===== config.mk =====
export PLATFORM = sky130hd
export DESIGN_NAME = iop_calc_datapath
export DESIGN_NICKNAME = d
export VERILOG_FILES = /design/src/iop_calc_pkg.sv /design/src/iop_calc_datapath.sv /design/src/barrel_shift17.sv
export VERILOG_INCLUDE_DIRS = /design/src
export SDC_FILE = /design/constraint.sdc
export NUM_CORES = 1
export LEC_CHECK = 0
export ABC_AREA = 1
export BUFFER_PORTS_ARGS = -buffer_cell sky130_fd_sc_hd__buf_2
export CORE_MARGIN = 1
export CORE_UTILIZATION = 40
export DETAILED_ROUTE_END_ITERATION = 16
export GPL_TIMING_DRIVEN = 0
export PLACE_DENSITY_LB_ADDON = 0.08
export SLEW_MARGIN = 25
export SYNTH_ARGS = -nofsm -noshare
export SYNTH_HDL_FRONTEND = slang
export SYNTH_SLANG_ARGS = --single-unit

===== constraint.sdc =====
create_clock -name i_clk -period 2.7 [get_ports i_clk]
set_input_delay 0.135 -clock i_clk [delete_from_list [all_inputs] [get_ports i_clk]]
set_output_delay 0.135 -clock i_clk [all_outputs]
set_load 0.005 [all_outputs]

===== src/iop_calc_map.svh =====
// Constants for the adder and shifter datapath
`ifndef IOP_CALC_MAP_SVH
`define IOP_CALC_MAP_SVH

// ==========================================================
// Widths
`define DATA_W 16
`define WIDE_W 17
`define CNT_W 5

// ==========================================================
// Reset values and limits
`define ACC_RST 16'h0000
`define CARRY_RST 1'h0
`define ADDEND_RST 16'h0000
`define PADDR_RST 16'h0000
`define ENDOFF_MAX 5'h10

// ==========================================================
// Branch opcode range, octal 070 to 137
`define BR_LO 7'h38
`define BR_HI 7'h5f

// ==========================================================
// Timing in clock periods
`define ARITH_CP 2

`endif


===== src/iop_calc_pkg.sv =====
// Types for the adder and shifter datapath
package iop_calc_pkg;

    // ==========================================================
    // Operation selector
    typedef enum logic [6:0] {
        OP_IDLE = 7'h01,
        OP_ADD = 7'h02,
        OP_SUB = 7'h04,
        OP_SHL = 7'h08,
        OP_SHR = 7'h10,
        OP_AND = 7'h20,
        OP_LOAD = 7'h40
    } calc_op_e;

    // ==========================================================
    // Addend source
    typedef enum logic [2:0] {
        ASRC_AUX = 3'h0,
        ASRC_STACK = 3'h1,
        ASRC_OPREG = 3'h2,
        ASRC_MEM = 3'h3,
        ASRC_PADDR = 3'h4
    } addend_src_e;

    // ==========================================================
    // Accumulator load source
    typedef enum logic [2:0] {
        LSRC_AUX = 3'h0,
        LSRC_FLD_D = 3'h1,
        LSRC_FLD_K = 3'h2,
        LSRC_OPREG = 3'h3,
        LSRC_MEM = 3'h4,
        LSRC_CHAN = 3'h5
    } acc_src_e;

    // ==========================================================
    // Sequencer states
    typedef enum logic [2:0] {
        ST_IDLE = 3'h1,
        ST_EXEC = 3'h2,
        ST_WRITE = 3'h4
    } seq_e;

endpackage


===== src/iop_calc_datapath.sv =====
// Accumulator, carry, addend, adder and shifter of the I/O processor
`include "iop_calc_map.svh"

// Notes on behaviour
// - Adder sums carry-extended accumulator and addend
// - Non-accumulator add, subtract and shift operands enter through addend register
// - Subtract inverts addend, forces carry-in one
// - Add: one cycle compute, one cycle writeback
// - Adder result can load program address
// - Shift up to 31, circular or end-off
// - Shift takes 17-bit data, 5-bit count
// - Shift one cycle, instruction two cycles
// - Zero count leaves value unchanged
// - End-off count above sixteen clears all
// - Carry is bit sixteen in shifts
// - AND loads accumulator with no extra cycle
// - Accumulator loads from many sources, drives outputs
// - Branches use hidden accumulator, visible one kept
// - Carry captures adder or shifter carry
// - Carry loadable by channel tests, drives jumps
// - Addend loads from aux, stack, operands, memory
// - Operand registers written only from accumulator
module iop_calc_datapath
    import iop_calc_pkg::*;
(
    // Clock and reset
    input wire logic i_clk,
    input wire logic i_nrst,
    // Operation request from instruction control
    input wire logic i_start,
    input wire calc_op_e i_op,
    input wire logic [6:0] i_opcode,
    input wire logic i_circular,
    input wire logic i_to_paddr,
    // Addend load
    input wire logic i_addend_load,
    input wire addend_src_e i_addend_src,
    // Accumulator load and logical product
    input wire acc_src_e i_acc_src,
    input wire logic [`DATA_W-1:0] i_and_operand,
    // Carry load from channel flag tests
    input wire logic i_carry_load,
    input wire logic i_carry_value,
    // Data sources
    input wire logic [`DATA_W-1:0] i_aux_data,
    input wire logic [`DATA_W-1:0] i_field_d,
    input wire logic [`DATA_W-1:0] i_field_k,
    input wire logic [`DATA_W-1:0] i_stack_data,
    input wire logic [`DATA_W-1:0] i_opreg_data,
    input wire logic [`DATA_W-1:0] i_mem_data,
    input wire logic [`DATA_W-1:0] i_chan_data,
    // Accumulator, carry and program address outputs
    output logic [`DATA_W-1:0] o_acc,
    output logic o_carry,
    output logic o_jump_cond,
    output logic o_opreg_we,
    output logic [`DATA_W-1:0] o_paddr,
    output logic o_paddr_load,
    // Status
    output logic o_busy,
    output logic o_done
);
    // ==========================================================
    // State
    typedef struct packed {
        seq_e seq;
        calc_op_e op;
        logic branch;
        logic to_paddr;
        logic [`DATA_W-1:0] acc;
        logic carry;
        logic [`DATA_W-1:0] addend;
        logic [`WIDE_W-1:0] result;
        logic [`DATA_W-1:0] paddr;
        logic paddr_load;
        logic done;
    } calc_state_s;

    calc_state_s state;
    calc_state_s next_state;

    logic [`WIDE_W-1:0] shift_out;
    logic [`WIDE_W-1:0] add_sum;
    logic [`DATA_W-1:0] addend_in;
    logic [`DATA_W-1:0] acc_in;
    logic [`DATA_W-1:0] bg_acc;
    logic is_branch;

    // ==========================================================
    // Shifter
    barrel_shift17 u_shift (
        .i_data({state.carry, state.acc}),
        .i_count(state.addend[`CNT_W-1:0]),
        .i_left(state.op == OP_SHL),
        .i_circular(i_circular),
        .o_result(shift_out)
    );

    // ==========================================================
    // Adder and source selection
    always_comb begin
        is_branch = (i_opcode >= `BR_LO) && (i_opcode <= `BR_HI);
        bg_acc = state.paddr;
        if (state.op == OP_SUB) begin
            add_sum = 17'({state.carry, state.acc} + {1'b0, ~state.addend} + 17'd1);
        end else if (state.branch) begin
            add_sum = 17'({1'b0, bg_acc} + {1'b0, state.addend});
        end else begin
            add_sum = 17'({state.carry, state.acc} + {1'b0, state.addend});
        end
        case (i_addend_src)
            ASRC_AUX: addend_in = i_aux_data;
            ASRC_STACK: addend_in = i_stack_data;
            ASRC_OPREG: addend_in = i_opreg_data;
            ASRC_MEM: addend_in = i_mem_data;
            ASRC_PADDR: addend_in = state.paddr;
            default: addend_in = i_aux_data;
        endcase
        case (i_acc_src)
            LSRC_AUX: acc_in = i_aux_data;
            LSRC_FLD_D: acc_in = i_field_d;
            LSRC_FLD_K: acc_in = i_field_k;
            LSRC_OPREG: acc_in = i_opreg_data;
            LSRC_MEM: acc_in = i_mem_data;
            LSRC_CHAN: acc_in = i_chan_data;
            default: acc_in = i_aux_data;
        endcase
    end

    // ==========================================================
    // Sequencer
    always_comb begin
        next_state = state;
        next_state.paddr_load = 1'b0;
        next_state.done = 1'b0;
        if (i_addend_load) begin
            next_state.addend = addend_in;
        end
        if (i_carry_load) begin
            next_state.carry = i_carry_value;
        end
        case (state.seq)
            ST_IDLE: begin
                if (i_start) begin
                    case (i_op)
                        OP_ADD, OP_SUB, OP_SHL, OP_SHR: begin
                            next_state.op = i_op;
                            next_state.branch = is_branch && (i_op == OP_ADD);
                            next_state.to_paddr = i_to_paddr || is_branch;
                            next_state.seq = ST_EXEC;
                        end
                        OP_AND: begin
                            next_state.acc = state.acc & i_and_operand;
                            next_state.done = 1'b1;
                        end
                        OP_LOAD: begin
                            next_state.acc = acc_in;
                            next_state.done = 1'b1;
                        end
                        default: begin
                            next_state.seq = ST_IDLE;
                        end
                    endcase
                end
            end
            ST_EXEC: begin
                if ((state.op == OP_SHL) || (state.op == OP_SHR)) begin
                    next_state.result = shift_out;
                end else begin
                    next_state.result = add_sum;
                end
                next_state.seq = ST_WRITE;
            end
            ST_WRITE: begin
                if (state.to_paddr) begin
                    next_state.paddr = state.result[`DATA_W-1:0];
                    next_state.paddr_load = 1'b1;
                end
                if (!state.branch) begin
                    next_state.acc = state.result[`DATA_W-1:0];
                    if (!i_carry_load) begin
                        next_state.carry = state.result[`DATA_W];
                    end
                end
                next_state.done = 1'b1;
                next_state.seq = ST_IDLE;
            end
            default: begin
                next_state.seq = ST_IDLE;
            end
        endcase
    end

    always_ff @(posedge i_clk or negedge i_nrst) begin
        if (!i_nrst) begin
            state.seq <= ST_IDLE;
            state.op <= OP_IDLE;
            state.branch <= 1'b0;
            state.to_paddr <= 1'b0;
            state.acc <= `ACC_RST;
            state.carry <= `CARRY_RST;
            state.addend <= `ADDEND_RST;
            state.result <= '0;
            state.paddr <= `PADDR_RST;
            state.paddr_load <= 1'b0;
            state.done <= 1'b0;
        end else begin
            state <= next_state;
        end
    end

    // ==========================================================
    // Outputs
    assign o_acc = state.acc;
    assign o_carry = state.carry;
    assign o_jump_cond = state.carry;
    assign o_opreg_we = (state.seq == ST_IDLE) && i_start && (i_op == OP_IDLE);
    assign o_paddr = state.paddr;
    assign o_paddr_load = state.paddr_load;
    assign o_busy = (state.seq != ST_IDLE);
    assign o_done = state.done;

    // ==========================================================
    // Checks
    AST_TWO_CP: assert property (@(posedge i_clk) disable iff (!i_nrst)
        (state.seq == ST_IDLE && i_start && i_op inside {OP_ADD, OP_SUB, OP_SHL, OP_SHR})
        |=> o_busy ##1 (o_busy && state.seq == ST_WRITE) ##1 (o_done && !o_busy))
        else $error("Arithmetic or shift did not take two cycles");
    AST_AND_NOW: assert property (@(posedge i_clk) disable iff (!i_nrst)
        (state.seq == ST_IDLE && i_start && i_op == OP_AND)
        |=> (o_acc == ($past(state.acc) & $past(i_and_operand))) && o_done)
        else $error("Logical product not loaded next cycle");
    AST_BRANCH_KEEP: assert property (@(posedge i_clk) disable iff (!i_nrst)
        (state.seq == ST_WRITE && state.branch && !i_carry_load) |=> $stable(o_acc) && $stable(o_carry))
        else $error("Branch altered visible accumulator");
    AST_PADDR: assert property (@(posedge i_clk) disable iff (!i_nrst)
        (state.seq == ST_WRITE && state.to_paddr) |=> o_paddr_load && o_paddr == $past(state.result[15:0]))
        else $error("Program address not loaded from adder");
    AST_SUB: assert property (@(posedge i_clk) disable iff (!i_nrst)
        (state.seq == ST_EXEC && state.op == OP_SUB)
        |=> state.result == 17'($past({state.carry, state.acc}) + {1'b0, ~$past(state.addend)}
        + 17'd1))
        else $error("Subtract result wrong");
    AST_ADD: assert property (@(posedge i_clk) disable iff (!i_nrst)
        (state.seq == ST_EXEC && state.op == OP_ADD && !state.branch)
        |=> state.result == 17'($past({state.carry, state.acc}) + {1'b0, $past(state.addend)}))
        else $error("Add result wrong");
    AST_ZERO_SHIFT: assert property (@(posedge i_clk) disable iff (!i_nrst)
        (state.seq == ST_EXEC && state.op inside {OP_SHL, OP_SHR} && state.addend[4:0] == 5'h00)
        |=> state.result == $past({state.carry, state.acc}))
        else $error("Zero count shift changed value");
    AST_ENDOFF: assert property (@(posedge i_clk) disable iff (!i_nrst)
        (state.seq == ST_EXEC && state.op inside {OP_SHL, OP_SHR} && !i_circular
        && state.addend[4:0] > 5'h10)
        |=> ##1 (o_acc == 16'h0000 && (o_carry == 1'b0 || $past(i_carry_load))))
        else $error("End-off shift beyond sixteen not cleared");
    AST_CARRY_LOAD: assert property (@(posedge i_clk) disable iff (!i_nrst)
        i_carry_load |=> o_carry == $past(i_carry_value))
        else $error("Carry not loaded from channel test");
    AST_ADDEND: assert property (@(posedge i_clk) disable iff (!i_nrst)
        (i_addend_load && i_addend_src == ASRC_MEM) |=> state.addend == $past(i_mem_data))
        else $error("Addend not loaded from memory");
endmodule


===== src/barrel_shift17.sv =====
// Seventeen-bit barrel shifter, circular or end-off with zero fill
`include "iop_calc_map.svh"

module barrel_shift17 (
    // Operand
    input wire logic [`WIDE_W-1:0] i_data,
    input wire logic [`CNT_W-1:0] i_count,
    // Mode
    input wire logic i_left,
    input wire logic i_circular,
    // Result
    output logic [`WIDE_W-1:0] o_result
);
    logic [2*`WIDE_W-1:0] dbl;
    logic [`CNT_W-1:0] mod_cnt;
    logic [`CNT_W:0] rot;

    // ==========================================================
    // Shift network
    always_comb begin
        dbl = {i_data, i_data};
        mod_cnt = (i_count >= 5'd17) ? 5'(i_count - 5'd17) : i_count;
        rot = i_left ? 6'(6'd17 - {1'b0, mod_cnt}) : {1'b0, mod_cnt};
        if (i_count == 5'h00) begin
            o_result = i_data;
        end else if (i_circular) begin
            o_result = 17'(dbl >> rot);
        end else if (i_count > `ENDOFF_MAX) begin
            o_result = '0;
        end else if (i_left) begin
            o_result = 17'(i_data << i_count);
        end else begin
            o_result = i_data >> i_count;
        end
    end
endmodule


Yosys cells after proc, flatten, opt, wreduce, memory -nomap -nowiden
Index checks and enable logic that the tools add are counted.
{"block": "totals", "inputBits": 156, "reg_bits": 80, "output_inout_bits": 38, "elab_cells": 93}
{"block": "classes", "n_eq_ne": 27, "n_mux": 26, "bitwise_logic": 2, "n_reduce_logical": 14, "addsub": 6, "shift": 3, "n_lt_le_gt_ge": 4}
{"op": "$mux 17", "n": 8}
{"op": "$pmux 16 s5", "n": 1}
{"op": "$pmux 16 s2", "n": 2}
{"op": "$pmux 16 s4", "n": 1}
{"op": "$add 17x16->17", "n": 2}
{"op": "$shr 34x6->17", "n": 1}
{"op": "$mux 28", "n": 1}
{"op": "$add 16x16->17", "n": 1}
{"op": "$add 17x1->17 const B", "n": 1}
{"op": "$shl 17x5->17", "n": 1}
{"op": "$shr 17x5->17", "n": 1}
{"op": "$and 16x16->16", "n": 1}
{"op": "$not 16->16", "n": 1}
{"op": "$eq 3x2->1 const B", "n": 5}
{"op": "$eq 7x3->1 const B", "n": 2}
{"op": "$eq 7x4->1 const B", "n": 2}
{"op": "$eq 7x5->1 const B", "n": 2}
{"op": "$eq 3x3->1 const B", "n": 4}
{"op": "$pmux 3 s2", "n": 2}
{"op": "$eq 3x1->1 const B", "n": 3}
{"op": "$mux 9", "n": 1}
{"op": "$eq 7x1->1 const B", "n": 1}
{"op": "$eq 7x2->1 const B", "n": 1}
{"op": "$eq 7x6->1 const B", "n": 1}
{"op": "22 further kinds", "n": 36}

Logic depth before layout (Yosys ltp)
{"block": "depth", "depth_word": 8, "ltp_mapped": 26, "depth_no_buf": 23}

Cells and area by module
A second synthesis with hierarchy kept.
{"block": "hier_totals", "hier_cells": 1938, "hier_area_um2": 11093.1}
{"module": "iop_calc_datapath", "seq_area_each_um2": 2004.4, "area_per_inst_um2": 7808.7, "n_inst": 1, "cells_each": 1249}
{"module": "barrel_shift17", "seq_area_each_um2": 0.0, "area_per_inst_um2": 3284.4, "n_inst": 1, "cells_each": 689}

Least setup slack after synthesis
OpenSTA, ideal clock, no wires.
{"block": "synth_timing", "kind": "register -> register", "startpoint": "register state[36] (netlist bit)", "endpoint": "register state[31] (netlist bit)", "synth_period_minus_slack_ns": 2.813, "t_required_ns": 2.582, "n_path_buf": 3, "path_stages_with_launch": 23, "setup_slack_ns": -0.113, "setup_ns": 0.118, "arrival_ns": 2.696, "path_cell_list": "dfrtp_1 buf_6 inv_1 clkbuf_1 ha_1 nor2_2 nand3_2 nand2_1 nand2_1 nand2_4 nand2_2 nand3_1 nand2_4 inv_4 buf_4 nand3_1 nand3_1 nand3_1 nand2_1 nand2_1 nand2_1 nand3_1 nand2_1"}
{"block": "synth_via", "elab_chain_len": 8, "elab_cells_between_ends": 22, "cone_classes": "6 x add/sub; 2 x order compare; 3 x shift; 9 x mux; 1 x bitwise; 1 x reduce/logical"}
{"item": "start: declaration", "line": "iop_calc_datapath.sv:79", "source": "calc_state_s state;"}
{"item": "start signal: assignment", "line": "iop_calc_datapath.sv:208", "source": "state <= next_state;"}
{"item": "$sub 5x5->5 or $ge 5x5->1 (tied branches)", "line": "barrel_shift17.sv:22", "source": "mod_cnt = (i_count >= 5'd17) ? 5'(i_count - 5'd17) : i_count;"}
{"item": "$mux 5", "line": "barrel_shift17.sv:22"}
{"item": "$sub 5x5->6", "line": "barrel_shift17.sv:23", "source": "rot = i_left ? 6'(6'd17 - {1'b0, mod_cnt}) : {1'b0, mod_cnt};"}
{"item": "$mux 6", "line": "barrel_shift17.sv:23"}
{"item": "$shr 34x6->17", "line": "barrel_shift17.sv:27", "source": "o_result = 17'(dbl >> rot);"}
{"item": "$mux 17", "line": "barrel_shift17.sv:26", "source": "end else if (i_circular) begin"}
{"item": "$mux 17", "line": "barrel_shift17.sv:24", "source": "if (i_count == 5'h00) begin"}
{"item": "$mux 17 (*)", "line": "iop_calc_datapath.sv:167", "source": "if ((state.op == OP_SHL) || (state.op == OP_SHR)) begin"}
Every way passes the cells marked *; elsewhere a longest branch is shown, timed or not.
A chain may end at the register's enable or synchronous reset.

Worst setup path after layout
{"block": "layout_timing", "startpoint": "register state[36] (netlist bit)", "endpoint": "register state[22] (netlist bit)"}
Same word-level chain as after synthesis.

==> flow_summary_export.csv <==
group,metric,value,unit
worst_hold_path,min_path_cells,3,
outcome,failed_checks,"negative setup slack",
worst_setup_path,cpPeakStageDelay,0.47,ns
die,fp-row-count,57,
synth,synth_top_area_cell,"nand2_1",
detailed_routing,drc,0,
cells_and_area,nFillCells,2638,
pwr,p_seq_share,21.7,%
placed_design,gp_congestion,0.984,
worst_setup_path,path_class,"register to register",
synth,ys_top_cells_by_area,"nand2_1, dfrtp_1, nand3_1",
cells_and_area,nets,2122,
job,drv_cap,0,
synth,synth_cells,1693,
pwr,p_sw_share,53.3,%
synth,synth_fp_nets,1886,
cts,cts_inserted_buffers,9,
cts,cts_max_level,3,
pwr,irDropWorstVdd,0.365,mV
detailed_routing,initialDrtViolationCount,1204,
worst_setup_path,worstPathArrival,3.23,ns
synth,yosysWarnings,0,
placed_design,numPortBuffers,189,
worst_setup_path,r2r_end,"state[22]",
pwr,switchingPower,0.00518,W
cells_and_area,drive_above_1_share,27.3,%
die,fp.dieW,159,um
synth,ys_types,50,
cts,clock-sinks,80,
worst_setup_path,critical-path-slowest-cell,"dfrtp_2",
sta,maxSlewHeadroom,34.9,%
detailed_routing,vias,13000,
synth,ys.flop_type,"dfrtp_1",
placed_design,dpl.hpwl,38.6,mm
worst_setup_path,critPathLaunchType,"register",
sta,finalCritPeriodShare,109,%
synth,async_flop_share,100,%
synth,synth_area,9920,um^2
detailed_routing,viasPerCell,5.77,
cts,clockRootBuffer,"clkbuf_16",
worst_setup_path,reg2regPathDepth,22,
die,core-area,24300,um^2
synth,ys_seq_area_share,20.2,%
sta,fin_hold_ws,0.0234,ns
sta,hold_violations,0,
sta,max_clock_freq,0.341,GHz
worst_setup_path,path_cells,"clkinvlp_4 -> clkbuf_16 -> ha_4 -> nor2_4 -> nand3_4 -> nand2_4 -> nand2_4 -> nand2_4 -> nand3_4 -> nand2_8 -> clkinvlp_4 -> nand3_2 -> nand2_1 -> nand2_1 -> nand2_1 -> nand2_1 -> nand3_2 -> nand2_2 -> nand2_2 -> nand2_1 -> nand2_1 -> nand2_1",
synth,yosysMostFrequentCell,"nand2_1",
detailed_routing,ant_nets,0,
synth,synth_seq_cells,80,
sta,final-max-slew-violation-count,0,
global_route,grt_max_degree,50,
pwr,internal_power,0.00455,W
global_route,grt.overflow.total,0,
pwr,pwr-share-clk,13.4,%
worst_setup_path,path_buf_inv,3,
sta,grt_setup_unrepaired,"true",
worst_setup_path,reg2reg_slack,-0.23,ns
global_route,first_global_vias,12500,
global_route,grt_pass1_wl,72.6,mm
die,die_area,25400,um^2
synth,synth_edf_count,0,
worst_setup_path,timing.rr.start,"state[36]",
die,io_pins,194,
worst_setup_path,end_kind,"register",
die,die_h,159,um
outcome,status,"complete, but fails checks",
cells_and_area,syn_to_final_growth,29.8,%
global_route,grt_use_total,37.4,%
synth,synth_area_per_cell,5.86,um^2
pwr,cellPowerDensity,755,nW/um^2
cts,cts.reportedPaths.clkPinSlew,0.06,ns
sta,setup_slack,-0.233,ns
worst_setup_path,crit_fanout,6,
synth,synth_common_cells,"nand2_1, nand3_1, o21ai_0",
cts,cts_buffer_depth,2,
worst_setup_path,cpLargestDelayFamily,"simple AND/OR/NAND/NOR gates",
worst_setup_path,cp-endpoint,"state[22]",
pwr,p_leak,6.20,nW
worst_setup_path,path_common_cell,"nand2_1",
detailed_routing,wl_per_cell,21.4,um
cts,cts_tree,"done",
detailed_routing,drt-total-wl,48.3,mm
pwr,pwr-share-comb,64.8,%
worst_setup_path,worstSetupStartpoint,"state[36]",
placed_design,dp_slack,-0.976,ns
cts,clk-insertion-delay-late,0.36,ns
sta,skew,0.0101,ns
cells_and_area,antenna_cells,0,
worst_hold_path,min_path_type,"primary input to register",
die,start_util,40.8,%
sta,layout_min_cycle_time,2.93,ns
sta,finalSetupViolCount,17,
synth,netlist.area_leader.share,20.4,%
worst_setup_path,path_depth,22,
sta,worst_slew_pin_slew,0.973,ns
worst_setup_path,critical_path_required,2.99,ns
global_route,antenna_found_initial,0,
detailed_routing,firstDrtPassIters,9,
==> cell type report <==
cell class	count	area (um^2)	area share (%)
Inverter	150	574	4.46
Clock inverter	6	67.6	0.525
Sequential cell	80	2020	15.7
Multi-Input combinational cell	1347	7500	58.2
Buffer	113	748	5.81
Tap cell	324	405	3.15
Clock buffer	10	229	1.78
Timing Repair inverter	1	7.51	0.0583
Timing Repair Buffer	227	1330	10.3
==> worst register-to-register path, stage by stage (launching register included) <==
cell	delay, ns
dfrtp_2	0.47
clkinvlp_4	0.17
clkbuf_16	0.18
ha_4	0.17
nor2_4	0.11
nand3_4	0.15
nand2_4	0.14
nand2_4	0.06
nand2_4	0.10
nand3_4	0.10
nand2_8	0.11
clkinvlp_4	0.21
nand3_2	0.15
nand2_1	0.06
nand2_1	0.07
nand2_1	0.05
nand2_1	0.06
nand3_2	0.10
nand2_2	0.10
nand2_2	0.06
nand2_1	0.10
nand2_1	0.09
nand2_1	0.06
==> kinds of logic (layout without fill, tap and decap cells) <==
logic type                 count (synthesis)  in the layout  synth area share [%]
adders and majority gates                 37             37                  4.82
DFF                                       80             80                  20.2
and+or+nand+nor                          890            890                  38.1
buffers and inverters                    266            507                  12.1
AOI/OAI and AO/OA                        405            405                  23.4
muxes                                      7              7                 0.706
xor gates and xnor gates                   8              8                 0.706
==> metal layers <==
metal | part of all wire [%] | global-route usage, % | vias to the layer above
li1 | - | - | 6190
met4 | 5.6 | 19.3 | 0
met5 | 0 | 0 | -
met2 | 47 | 63.9 | 658
met3 | 7.3 | 5.63 | 152
met1 | 40 | 45.4 | 6029
==> state kept, by name, summed over array words and instances, names as in the netlist <==
name,flops
o_paddr,16
o_carry,1
o_acc,16
state,45
o_paddr_load,1
o_done,1
==> per-stage QoR <==
| step | setup TNS (ns) | std cells | utilization [%] | area, um^2 | total power (W) |
|---|---|---|---|---|---|
| 2_1_floorplan | 0 | 1693 | - | 9930 | 0.00555 |
| 3_3_place_gp | -18.63 | 2206 | 46.4 | 11300 | 0.00743 |
| 3_5_place_dp | -18.30 | 2207 | 46.5 | 11300 | 0.00743 |
| 4_1_cts | -2.42 | 2251 | 50.7 | 12300 | 0.00914 |
| 5_1_grt | -4.56 | 2258 | 52.9 | 12900 | 0.0104 |
| 6_report | -2.72 | 2258 | 52.9 | 12900 | 0.00972 |
==> worst min path at each step <==
| stage | slack, ns | end | from |
|---|---|---|---|
| 2_1_floorplan | -0.16 | o_acc[0] | i_nrst |
| 3_3_place_gp | 0.35 | o_carry | i_carry_load |
| 3_5_place_dp | 0.12 | o_paddr_load | i_nrst |
| 4_1_cts | 0.03 | state[72] | i_op[2] |
| 5_1_grt | 0.05 | state[72] | i_op[2] |
| 6_report | 0.02 | state[72] | i_op[2] |
==> cell usage in the layout (no fill, tap or decap), types with 31 or more instances in the layout <==
master	Yosys	layout
nand2_1	540	452
buf_2	17	198
o21ai_0	172	160
nand3_1	211	155
inv_1	140	137
a21oi_1	105	99
nor2_1	93	89
nand2_2	4	81
buf_4	37	66
dfrtp_1	78	65
nand3_2	2	52
clkbuf_1	57	42
a31oi_1	39	38
a221oi_1	31	31
ha_1	35	31
==> what timing repair did <==
action                                  in CTS  in global routing
hold endpoints to repair                    30                  0
resized for setup                          139                141
hold buffers                                 3                  0
setup buffers                               25                  8
pin swaps                                   24                 41
endpoints found under the setup margin      33                 27
cloned                                       2                  0
==> power groups by stage <==
stage | Sequential, W | Combinational, W | Clock, W
2_1_floorplan | 0.00177 | 0.00377 | 0
3_3_place_gp | 0.00209 | 0.00534 | 0
3_5_place_dp | 0.00209 | 0.00534 | 0
4_1_cts | 0.00208 | 0.00576 | 0.00130
5_1_grt | 0.00213 | 0.00690 | 0.00135
6_report | 0.00211 | 0.00631 | 0.00130
Note: power is estimated with default switching activity, not from simulation.
